`src/ircp_defs.svh`:
```
// Offsets, field positions, reset values and codes of the infrared pulse codec.
// Assumes inclusion by bare name from the design modules.
`ifndef IRCP_DEFS_SVH
`define IRCP_DEFS_SVH

// Register indices; the byte address is four times the index
`define IRCP_IDX_EVENT    6'h0C
`define IRCP_IDX_TX_PULSE 6'h0D
`define IRCP_IDX_RX_PULSE 6'h0E
`define IRCP_IDX_USART    6'h10
`define IRCP_IDX_BAUD     6'h11
`define IRCP_IDX_STATUS   6'h12

// Reset values
`define IRCP_RST_BYTE     8'h00
`define IRCP_RST_BAUD     16'h0010

// Field positions in the USART control register
`define IRCP_F_MODE_LO    0
`define IRCP_F_MODE_HI    1
`define IRCP_F_TX_ON      2
`define IRCP_F_RX_ON      3

// Codes
`define IRCP_MODE_IR      2'h2
`define IRCP_TX_SHORT     8'h00
`define IRCP_TX_PASS      8'hFF
`define IRCP_RESP_OKAY    2'h0
`define IRCP_RESP_SLVERR  2'h2

// Short pulse is 3/16 of a baud period
`define IRCP_SHORT_NUM    3
`define IRCP_SHORT_SHIFT  4

`endif

```
`src/ircp_pkg.sv`:
```
// Types shared by the infrared pulse codec modules.
// Assumes ircp_defs.svh is on the include path.
package ircp_pkg;

    // Configuration as written by software
    typedef struct packed {
        logic [1:0]  commModeSelect;
        logic        transmitterEnableBit;
        logic        receiverEnableBit;
        logic        infraredEventInGate;
        logic [7:0]  txPulseSetting;
        logic [6:0]  rxFilterSetting;
        logic [15:0] baudPeriod;
    } ircp_cfg_t;

    // Transmit modulator states
    typedef enum logic [1:0] {
        TX_IDLE  = 2'b00,
        TX_PULSE = 2'b01,
        TX_SPACE = 2'b10
    } ircp_tx_state_t;

endpackage : ircp_pkg

```
`src/ircp_codec.sv`:
```
// Infrared pulse codec between a USART bit stream and an infrared transceiver,
// with its control registers on an AXI4-Lite slave.
// Assumes all inputs are synchronous to clk and a single clock domain.
`include "ircp_defs.svh"
module ircp_codec (
    input  wire logic        clk,
    input  wire logic        nrst,
    // AXI4-Lite slave
    input  wire logic [7:0]  s_axi_awaddr,
    input  wire logic        s_axi_awvalid,
    output logic             s_axi_awready,
    input  wire logic [31:0] s_axi_wdata,
    input  wire logic [3:0]  s_axi_wstrb,
    input  wire logic        s_axi_wvalid,
    output logic             s_axi_wready,
    output logic [1:0]       s_axi_bresp,
    output logic             s_axi_bvalid,
    input  wire logic        s_axi_bready,
    input  wire logic [7:0]  s_axi_araddr,
    input  wire logic        s_axi_arvalid,
    output logic             s_axi_arready,
    output logic [31:0]      s_axi_rdata,
    output logic [1:0]       s_axi_rresp,
    output logic             s_axi_rvalid,
    input  wire logic        s_axi_rready,
    // USART side
    input  wire logic        txBitValid,
    input  wire logic        txBitData,
    output logic             txBitReady,
    output logic             usartRx,
    // Transceiver side and event channel
    output logic             irTx,
    input  wire logic        irRx,
    input  wire logic        eventIn
);
    ircp_pkg::ircp_cfg_t      cfg;
    ircp_pkg::ircp_tx_state_t txState;
    ircp_pkg::ircp_tx_state_t next_txState;

    // Bus slave state
    logic [5:0]  awIdx;
    logic [31:0] wData;
    logic [3:0]  wStrb;
    logic        awHeld;
    logic        wHeld;

    // Register index decode from a byte address
    function automatic logic mapped(input logic [7:0] a);
        mapped = a[1:0] == 2'b00 && (a[7:2] == `IRCP_IDX_EVENT || a[7:2] == `IRCP_IDX_TX_PULSE
              || a[7:2] == `IRCP_IDX_RX_PULSE || a[7:2] == `IRCP_IDX_USART
              || a[7:2] == `IRCP_IDX_BAUD || a[7:2] == `IRCP_IDX_STATUS);
    endfunction : mapped

    // Pulse length in clocks for a setting and baud period
    function automatic logic [15:0] pulseLen(input logic [7:0] pl, input logic [15:0] bp);
        logic [17:0] shortLen;
        shortLen = (18'(bp) * 18'(`IRCP_SHORT_NUM)) >> `IRCP_SHORT_SHIFT;
        if (pl != `IRCP_TX_SHORT) begin
            pulseLen = 16'(pl);
        end else begin
            pulseLen = (shortLen == 18'h0) ? 16'h0001 : shortLen[15:0];
        end
    endfunction : pulseLen

    // Mode decode
    wire        isIr     = cfg.commModeSelect == `IRCP_MODE_IR;
    wire        txPass   = !isIr || cfg.txPulseSetting == `IRCP_TX_PASS;
    wire        rxCoded  = isIr && cfg.txPulseSetting != `IRCP_TX_PASS;
    wire [15:0] baudLen  = (cfg.baudPeriod == 16'h0) ? 16'h0001 : cfg.baudPeriod;
    wire [15:0] pulseNow = pulseLen(cfg.txPulseSetting, baudLen);

    // Bus handshakes and decode
    wire       awTake  = s_axi_awvalid && s_axi_awready;
    wire       wTake   = s_axi_wvalid && s_axi_wready;
    wire       arTake  = s_axi_arvalid && s_axi_arready;
    wire       doWrite = awHeld && wHeld && !s_axi_bvalid;
    wire       wrOk    = mapped({awIdx, 2'b00}) && awIdx != `IRCP_IDX_STATUS;
    wire       rdOk    = mapped(s_axi_araddr);
    wire [5:0] rdIdx   = s_axi_araddr[7:2];

    // Transmit path wires
    logic [15:0] baudCnt;
    logic [15:0] pulseCnt;
    logic        curBit;
    wire         baudTick = cfg.transmitterEnableBit && baudCnt == 16'h0;
    wire         fifoValid;
    wire         fifoData;
    wire         startPulse = baudTick && !txPass && fifoValid && !fifoData;

    // Receive path wires
    logic [15:0] lowCnt;
    logic [15:0] next_lowCnt;
    wire         pulseAccept;
    wire         rxSrc   = (isIr && !cfg.infraredEventInGate) ? eventIn : irRx;
    // setting used live, loaded before enable
    wire [6:0]   filtCoef = isIr ? cfg.rxFilterSetting : 7'h00;
    wire         rxDemod  = cfg.receiverEnableBit && rxCoded;

    // Read data selection
    wire [31:0] status = {28'h0, txState == ircp_pkg::TX_PULSE, fifoValid, lowCnt != 16'h0,
                          rxSrc};
    wire [31:0] rdMux =
        (rdIdx == `IRCP_IDX_EVENT)    ? {31'h0, cfg.infraredEventInGate} :
        (rdIdx == `IRCP_IDX_TX_PULSE) ? {24'h0, cfg.txPulseSetting} :
        (rdIdx == `IRCP_IDX_RX_PULSE) ? {25'h0, cfg.rxFilterSetting} :
        (rdIdx == `IRCP_IDX_USART)  ? {28'h0, cfg.receiverEnableBit, cfg.transmitterEnableBit,
                                       cfg.commModeSelect} :
        (rdIdx == `IRCP_IDX_BAUD)   ? {16'h0, cfg.baudPeriod} : status;

    // Write channel: address and data are taken in either order
    always_ff @(posedge clk) begin
        if (!nrst) begin
            awIdx         <= 6'h0;
            wData         <= 32'h0;
            wStrb         <= 4'h0;
            awHeld        <= 1'b0;
            wHeld         <= 1'b0;
            s_axi_awready <= 1'b1;
            s_axi_wready  <= 1'b1;
            s_axi_bvalid  <= 1'b0;
            s_axi_bresp   <= `IRCP_RESP_OKAY;
        end else begin
            if (awTake) begin
                awIdx         <= s_axi_awaddr[7:2];
                awHeld        <= 1'b1;
                s_axi_awready <= 1'b0;
            end
            if (wTake) begin
                wData        <= s_axi_wdata;
                wStrb        <= s_axi_wstrb;
                wHeld        <= 1'b1;
                s_axi_wready <= 1'b0;
            end
            if (doWrite) begin
                s_axi_bvalid <= 1'b1;
                s_axi_bresp  <= wrOk ? `IRCP_RESP_OKAY : `IRCP_RESP_SLVERR;
            end
            if (s_axi_bvalid && s_axi_bready) begin
                s_axi_bvalid  <= 1'b0;
                awHeld        <= 1'b0;
                wHeld         <= 1'b0;
                s_axi_awready <= 1'b1;
                s_axi_wready  <= 1'b1;
            end
        end
    end

    // Register file; byte lane 0 holds the fields, lane 1 the baud high byte
    always_ff @(posedge clk) begin
        if (!nrst) begin
            cfg                 <= '0;
            cfg.txPulseSetting  <= `IRCP_RST_BYTE;
            cfg.rxFilterSetting <= 7'(`IRCP_RST_BYTE);
            cfg.baudPeriod      <= `IRCP_RST_BAUD;
        end else if (doWrite && wStrb[0]) begin
            case (awIdx)
                `IRCP_IDX_EVENT:    cfg.infraredEventInGate <= wData[0];
                `IRCP_IDX_TX_PULSE: cfg.txPulseSetting <= wData[7:0];
                `IRCP_IDX_RX_PULSE: cfg.rxFilterSetting <= wData[6:0];
                `IRCP_IDX_USART: begin
                    cfg.commModeSelect       <= wData[`IRCP_F_MODE_HI:`IRCP_F_MODE_LO];
                    cfg.transmitterEnableBit <= wData[`IRCP_F_TX_ON];
                    cfg.receiverEnableBit    <= wData[`IRCP_F_RX_ON];
                end
                `IRCP_IDX_BAUD: begin
                    cfg.baudPeriod[7:0] <= wData[7:0];
                    if (wStrb[1]) begin
                        cfg.baudPeriod[15:8] <= wData[15:8];
                    end
                end
                default: ;
            endcase
        end else if (doWrite && wStrb[1] && awIdx == `IRCP_IDX_BAUD) begin
            cfg.baudPeriod[15:8] <= wData[15:8];
        end
    end

    // Read channel; one read at a time, answer one cycle after the address
    always_ff @(posedge clk) begin
        if (!nrst) begin
            s_axi_arready <= 1'b1;
            s_axi_rvalid  <= 1'b0;
            s_axi_rdata   <= 32'h0;
            s_axi_rresp   <= `IRCP_RESP_OKAY;
        end else if (arTake) begin
            s_axi_arready <= 1'b0;
            s_axi_rvalid  <= 1'b1;
            s_axi_rdata   <= rdOk ? rdMux : 32'h0;
            s_axi_rresp   <= rdOk ? `IRCP_RESP_OKAY : `IRCP_RESP_SLVERR;
        end else if (s_axi_rvalid && s_axi_rready) begin
            s_axi_rvalid  <= 1'b0;
            s_axi_arready <= 1'b1;
        end
    end

    // Bit buffer: the modulator drains one bit per baud tick, so a slow link stalls the source
    ircp_fifo2 #(
        .WIDTH (1),
        .DEPTH (2)
    ) ircp_fifo2_i (
        .clk      (clk),
        .nrst     (nrst),
        .inValid  (txBitValid),
        .inData   (txBitData),
        .inReady  (txBitReady),
        .outValid (fifoValid),
        .outData  (fifoData),
        .outReady (baudTick)
    );

    // pulse state sequencing
    // A tick always restarts the sequence, so a pulse longer than a baud period is cut
    always_comb begin
        next_txState = txState;
        if (!cfg.transmitterEnableBit) begin
            next_txState = ircp_pkg::TX_IDLE;
        end else if (baudTick) begin
            next_txState = startPulse ? ircp_pkg::TX_PULSE : ircp_pkg::TX_SPACE;
        end else begin
            case (txState)
                ircp_pkg::TX_PULSE: next_txState = (pulseCnt == 16'h0) ? ircp_pkg::TX_SPACE
                                                                       : ircp_pkg::TX_PULSE;
                ircp_pkg::TX_SPACE: next_txState = ircp_pkg::TX_SPACE;
                ircp_pkg::TX_IDLE:  next_txState = ircp_pkg::TX_IDLE;
                default:            next_txState = ircp_pkg::TX_IDLE;
            endcase
        end
    end

    always_ff @(posedge clk) begin
        if (!nrst) begin
            txState  <= ircp_pkg::TX_IDLE;
            baudCnt  <= 16'h0;
            pulseCnt <= 16'h0;
            curBit   <= 1'b1;
        end else begin
            txState <= next_txState;
            if (!cfg.transmitterEnableBit) begin
                baudCnt <= 16'h0;
                curBit  <= 1'b1;
            end else if (baudTick) begin
                baudCnt  <= baudLen - 16'h1;
                pulseCnt <= pulseNow - 16'h1;
                curBit   <= fifoValid ? fifoData : 1'b1;
            end else begin
                baudCnt <= baudCnt - 16'h1;
                if (pulseCnt != 16'h0) begin
                    pulseCnt <= pulseCnt - 16'h1;
                end
            end
        end
    end

    always_ff @(posedge clk) begin
        if (!nrst) begin
            irTx <= 1'b1;
        end else if (txPass) begin
            irTx <= (cfg.transmitterEnableBit && baudTick && fifoValid) ? fifoData
                  : (cfg.transmitterEnableBit && !baudTick) ? curBit : 1'b1;
        end else begin
            irTx <= next_txState == ircp_pkg::TX_PULSE;
        end
    end

    // Receive filter
    ircp_rx_filter ircp_rx_filter_i (
        .clk      (clk),
        .nrst     (nrst),
        .rawPulse (rxSrc && rxDemod),
        .coeff    (filtCoef),
        .accept   (pulseAccept)
    );

    assign next_lowCnt = !rxDemod ? 16'h0 : pulseAccept ? baudLen
                       : (lowCnt != 16'h0) ? lowCnt - 16'h1 : 16'h0;

    always_ff @(posedge clk) begin
        if (!nrst) begin
            lowCnt  <= 16'h0;
            usartRx <= 1'b1;
        end else begin
            lowCnt  <= next_lowCnt;
            usartRx <= rxCoded ? (!cfg.receiverEnableBit || next_lowCnt == 16'h0) : rxSrc;
        end
    end

    // Helper: length of the current high run on irTx
    logic [15:0] hiRun;
    always_ff @(posedge clk) begin
        if (!nrst) begin
            hiRun <= 16'h0;
        end else begin
            hiRun <= irTx ? hiRun + 16'h1 : 16'h0;
        end
    end
endmodule : ircp_codec

```
`src/ircp_fifo2.sv`:
```
// Small valid/ready buffer, two entries by default, between bit source and modulator.
// Assumes one clock and a synchronous active-low reset.
module ircp_fifo2 #(
    parameter int WIDTH = 1,
    parameter int DEPTH = 2
) (
    input  wire logic             clk,
    input  wire logic             nrst,
    input  wire logic             inValid,
    input  wire logic [WIDTH-1:0] inData,
    output logic                  inReady,
    output logic                  outValid,
    output logic [WIDTH-1:0]      outData,
    input  wire logic             outReady
);
    localparam int PW = (DEPTH > 1) ? $clog2(DEPTH) : 1;
    localparam int CW = $clog2(DEPTH + 1);

    logic [WIDTH-1:0] mem [DEPTH];
    logic [PW-1:0]    wrPtr;
    logic [PW-1:0]    rdPtr;
    logic [CW-1:0]    count;
    logic [CW-1:0]    next_count;
    wire              push = inValid && inReady;
    wire              pop  = outValid && outReady;

    // Count follows push and pop; flags are registered so stalls show at once
    assign next_count = count + CW'(push) - CW'(pop);
    assign outData    = mem[rdPtr];

    function automatic logic [PW-1:0] bump(input logic [PW-1:0] p);
        bump = (p == PW'(DEPTH - 1)) ? '0 : p + PW'(1);
    endfunction : bump

    // Pointer and flag update
    always_ff @(posedge clk) begin
        if (!nrst) begin
            wrPtr    <= '0;
            rdPtr    <= '0;
            count    <= '0;
            inReady  <= 1'b1;
            outValid <= 1'b0;
        end else begin
            if (push) begin
                mem[wrPtr] <= inData;
                wrPtr      <= bump(wrPtr);
            end
            if (pop) begin
                rdPtr <= bump(rdPtr);
            end
            count    <= next_count;
            inReady  <= next_count != CW'(DEPTH);
            outValid <= next_count != '0;
        end
    end
endmodule : ircp_fifo2

```
`src/ircp_rx_filter.sv`:
```
// Receive pulse filter: counts consecutive high samples and flags an accepted pulse.
// Assumes the raw input is already synchronous to clk.
`include "ircp_defs.svh"
module ircp_rx_filter (
    input  wire logic       clk,
    input  wire logic       nrst,
    input  wire logic       rawPulse,
    input  wire logic [6:0] coeff,
    output logic            accept
);
    logic [7:0] runCnt;
    wire        hit = rawPulse && (runCnt == {1'b0, coeff});

    // sample count filter
    // Coefficient zero takes the first high sample, otherwise coeff+1 samples
    always_ff @(posedge clk) begin
        if (!nrst) begin
            runCnt <= 8'h00;
            accept <= 1'b0;
        end else begin
            if (!rawPulse) begin
                runCnt <= 8'h00;
            end else if (runCnt != 8'hFF) begin
                runCnt <= runCnt + 8'h01;
            end
            accept <= hit;
        end
    end
endmodule : ircp_rx_filter
```
`config.mk`:
```
export PLATFORM = sky130hd
export DESIGN_NAME = ircp_codec
export DESIGN_NICKNAME = d
export VERILOG_FILES = /design/src/ircp_pkg.sv /design/src/ircp_codec.sv /design/src/ircp_fifo2.sv /design/src/ircp_rx_filter.sv
export VERILOG_INCLUDE_DIRS = /design/src
export SDC_FILE = /design/constraint.sdc
export NUM_CORES = 1
export LEC_CHECK = 0
export BUFFER_PORTS_ARGS = -buffer_cell sky130_fd_sc_hd__buf_2
export CORE_UTILIZATION = 53
export DETAILED_ROUTE_END_ITERATION = 7
export HOLD_SLACK_MARGIN = 0.02
export MAX_ROUTING_LAYER = met4
export PLACE_DENSITY_LB_ADDON = 0.15
export SYNTH_ARGS = -nofsm -noshare
export SYNTH_HDL_FRONTEND = slang
export SYNTH_SLANG_ARGS = --single-unit
```
`constraint.sdc`:
```
create_clock -name clk -period 6.2 [get_ports clk]
set_input_delay 1.24 -clock clk [delete_from_list [all_inputs] [get_ports clk]]
set_output_delay 1.24 -clock clk [all_outputs]
set_load 0.03 [all_outputs]
```
==> summary.txt <==
Outcome
  – Outcome: finished, final reports clean

Yosys
  – Compound-Gate Fraction of Synth Area: 19.4%
  – Cell area after synthesis: 8860 um^2
  – Mux cell area share after synthesis: 4.42%
  – Post-synthesis simple-gate area fraction: 26.3%
  – Cell count after synthesis: 1129
  – Synth warnings: 0
  – Main combinational cell family by area after synthesis: simple AND/OR/NAND/NOR gates
  – Seq/Total Area, Yosys: 35.5%
  – Main synth FF type: dfxtp_1
  – Async S/R FF share, synth: 0%
  – Yosys reg bits: 156
  – XOR/XNOR share of the synthesized area: 4.45%
  – EDFF count, synth: 2
  – Avg Cell Area, Syn: 7.85 um^2
  – Adder-cell share of the synthesized area: 4.52%
  – Post-synth cell types: 80

Worst hold path
  – Hold Path Sink: wData[14]
  – Hold depth: 2
  – Worst hold start: wData[14]
  – Hold crit path type: flip-flop to flip-flop

Clock tree
  – Clock transition at path regs: 70 ps
  – Clk_lat worst skew: 450 ps
  – Cells resized by post-CTS repair: 0
  – Clock buffer depth: 2
  – Root Buffer Master: clkbuf_16
  – Clock buffer count from CTS: 17
  – CTS tree: done
  – H-tree depth: 4
  – Post-CTS Setup Repair Bufs: 0
  – Num Clock Sinks: 156
  – Hold Buf Count CTS: 0

STA
  – Fin crit period: 5740 ps
  – Actual slew at the worst max-slew pin: 1090 ps
  – Worst Skew: 12.3 ps
  – Post-Route Setup TNS: 0 ps
  – Final Hold Fails: 0
  – Final setup violation count: 0
  – FMAX: 174 MHz
  – Slew margin rel.: 26.7%
  – RSZ-0062 raised after global routing: false
  – Tcrit/Tclk final: 92.6%
  – Max Slew Vio Count: 0

Setup path
  – Worst R2R Setup Slack: 460 ps
  – CP Data Arrival Time: 6110 ps
  – Setup CP Type: flip-flop to flip-flop
  – CP endpoint kind: flip-flop
  – Worst EP required: 6570 ps
  – Crit-path max FO: 17
  – R2R cell count: 22
  – R2r endpoint: pulseCnt[12]
  – Crit path launch type: flip-flop
  – FF-to-FF Start: cfg[14]

Die
  – Starting Density: 55.0%
  – Die area: 17200 um^2
  – DIE WIDTH: 131 um
  – Die H: 131 um
  – # IOs: 107
  – Core Region: 16100 um^2
  – Row cnt: 46

Power
  – Clock share of power: 47.7%
  – Gate power share: 5.0%
  – LEAKAGE: 0.00409 uW
  – Power per Cell Area: 220 nW/um^2
  – Pint: 1600 uW
  – Maximum vdd drop: 0.000206 V
  – Sequential power share: 47.3%
  – Switching Power: 599 uW
  – Sw frac: 27.2%

Layout
  – Layout area overhead: 12.9%
  – Most frequent cells in the layout: nor2_1, dfxtp_1, nand2_1
  – Leading cell type in the layout, fill and taps excluded: nor2_1
  – Layout cell share with drive strength beyond 1: 12.2%
  – Layout Cells excl Fill: 1421
  – Nets: 1287
  – ANT cells: 0

Global routing
  – Vias in the first global route: 7544
  – First-pass GRT wire length: 39700 um
  – GRT Overall Usage: 29.6%
  – Total gr overflow: 0
  – Largest net degree at the start of global routing: 55
  – Initial antenna violation count: 0

Detailed routing
  – Initial DRC Count: 653
  – Remaining DRCs: 0
  – Wire length per cell: 17.3 um
  – Vias post-DR: 8383
  – Routed WL: 24600 um
  – Via density: 5.90
  – Pre-antenna DRT Iters: 5
  – Antenna-violating nets left: 0

Placed design
  – GPL Wtd Cong: 0.968
  – Inst Count DP: 1389
  – IO Port Bufs: 68
  – Post-DP HPWL: 18200 um

Run
  – Max Cap Viol: 0
-- through the flow --
step / area (um^2) / total power (uW) / hold WS (ps) / util (%) / worst slack [ps]
3_5_place_dp: 9400 / 1180 / 447 / 58.3 / 373
6_report: 10000 / 2200 / 458 / 62.1 / 458
5_1_grt: 10000 / 2270 / 480 / 62.1 / 4.05
2_1_floorplan: 8920 / 1140 / 425 / - / 334
3_3_place_gp: 9400 / 1170 / 445 / 58.3 / 438
4_1_cts: 10000 / 2210 / 458 / 62.0 / 308
-- cells in the mapped netlist (9+ instances only) --
| cell | instances | area [um^2] |
|---|---|---|
| ha_1 | 32 | 400 |
| xor2_1 | 24 | 210 |
| buf_4 | 18 | 135 |
| a22oi_1 | 17 | 128 |
| nand4_1 | 11 | 68.8 |
| o31ai_1 | 10 | 75.1 |
| nor3_1 | 44 | 220 |
| a21oi_1 | 97 | 485 |
| xnor2_1 | 21 | 184 |
| or4_1 | 11 | 82.6 |
| a31oi_1 | 12 | 75.1 |
| nand2_1 | 116 | 435 |
| dfxtp_1 | 154 | 3080 |
| o211ai_1 | 10 | 75.1 |
| nand3_1 | 38 | 190 |
| clkbuf_1 | 38 | 143 |
| nor2_1 | 163 | 612 |
| and3_1 | 16 | 100 |
| nor4_1 | 16 | 100 |
| inv_1 | 40 | 150 |
| nor2b_1 | 13 | 81.3 |
| nand2b_1 | 9 | 56.3 |
| o21ai_0 | 34 | 170 |
| or3_1 | 9 | 56.3 |
| a211oi_1 | 20 | 150 |
| mux2i_1 | 38 | 380 |
-- kinds of logic after synthesis --
| group | Yosys count |
|---|---|
| simple gates | 486 |
| fa+ha+maj | 32 |
| buf+inv | 106 |
| compound gates | 264 |
| xor+xnor | 45 |
| flops | 156 |
| other cells | 1 |
| mux | 39 |
-- power groups by stage --
stage	clock network (uW)	logic, uW	registers, uW
3_5_place_dp	0	111	1060
2_1_floorplan	0	79.7	1070
6_report	1050	111	1040
4_1_cts	1060	111	1040
5_1_grt	1100	123	1040
3_3_place_gp	0	109	1060
-- worst max-delay path by stage --
stage                       start      endpoint  slack (ps)  depth (start not counted)
after floorplan            cfg[2]  pulseCnt[12]         330                         23
after global placement     cfg[2]  pulseCnt[12]         440                         21
after detailed placement  cfg[14]  pulseCnt[12]         370                         21
after CTS                 cfg[14]  pulseCnt[12]         310                         21
after global routing      cfg[14]  pulseCnt[12]           4                         22
final                     cfg[14]  pulseCnt[12]         460                         22
-- registers in the layout (all words and copies together) (netlist names), 2 cells and up, named ones only --
register and flops:
ircp_rx_filter_i.runCnt 8, baudCnt 16, wData 16, awIdx 6, ircp_fifo2_i.count 2, cfg 36, ircp_fifo2_i.mem 2, pulseCnt 16
txState 2, s_axi_rdata 16, lowCnt 16, wStrb 2
-- layer usage --
layer	wire, um	GRT usage [%]
met5	0	-
met4	558	10.1
met3	1510	5.48
met2	11000	45.7
met1	11400	38.9
-- worst max-delay path, cell delays in order, from the launching register on --
cell       delay, ps
dfxtp_1          360
inv_1            170
ha_1             190
nand4_1          220
nor3_1           240
buf_4            260
nor2_1           130
ha_1             330
nand4_1          220
a2111oi_0        140
buf_4            170
or3_1            410
o21ai_1          320
a311oi_1         220
nand2_1          120
or4_1            210
and2_1           160
ha_1             180
nand3b_1         140
nor3b_2          270
or3b_1           480
or4_1            550
a41oi_1          180
-- area by class of cell --
cell class | count | area (um^2)
Clock buffer | 17 | 425
Clock inverter | 15 | 170
Fill cell | 1472 | 6110
Inverter | 40 | 150
Multi-Input combinational cell | 884 | 5320
Sequential cell | 156 | 3140
Tap cell | 216 | 270
Timing Repair Buffer | 93 | 528
Note: power is estimated with default switching activity, not from simulation.
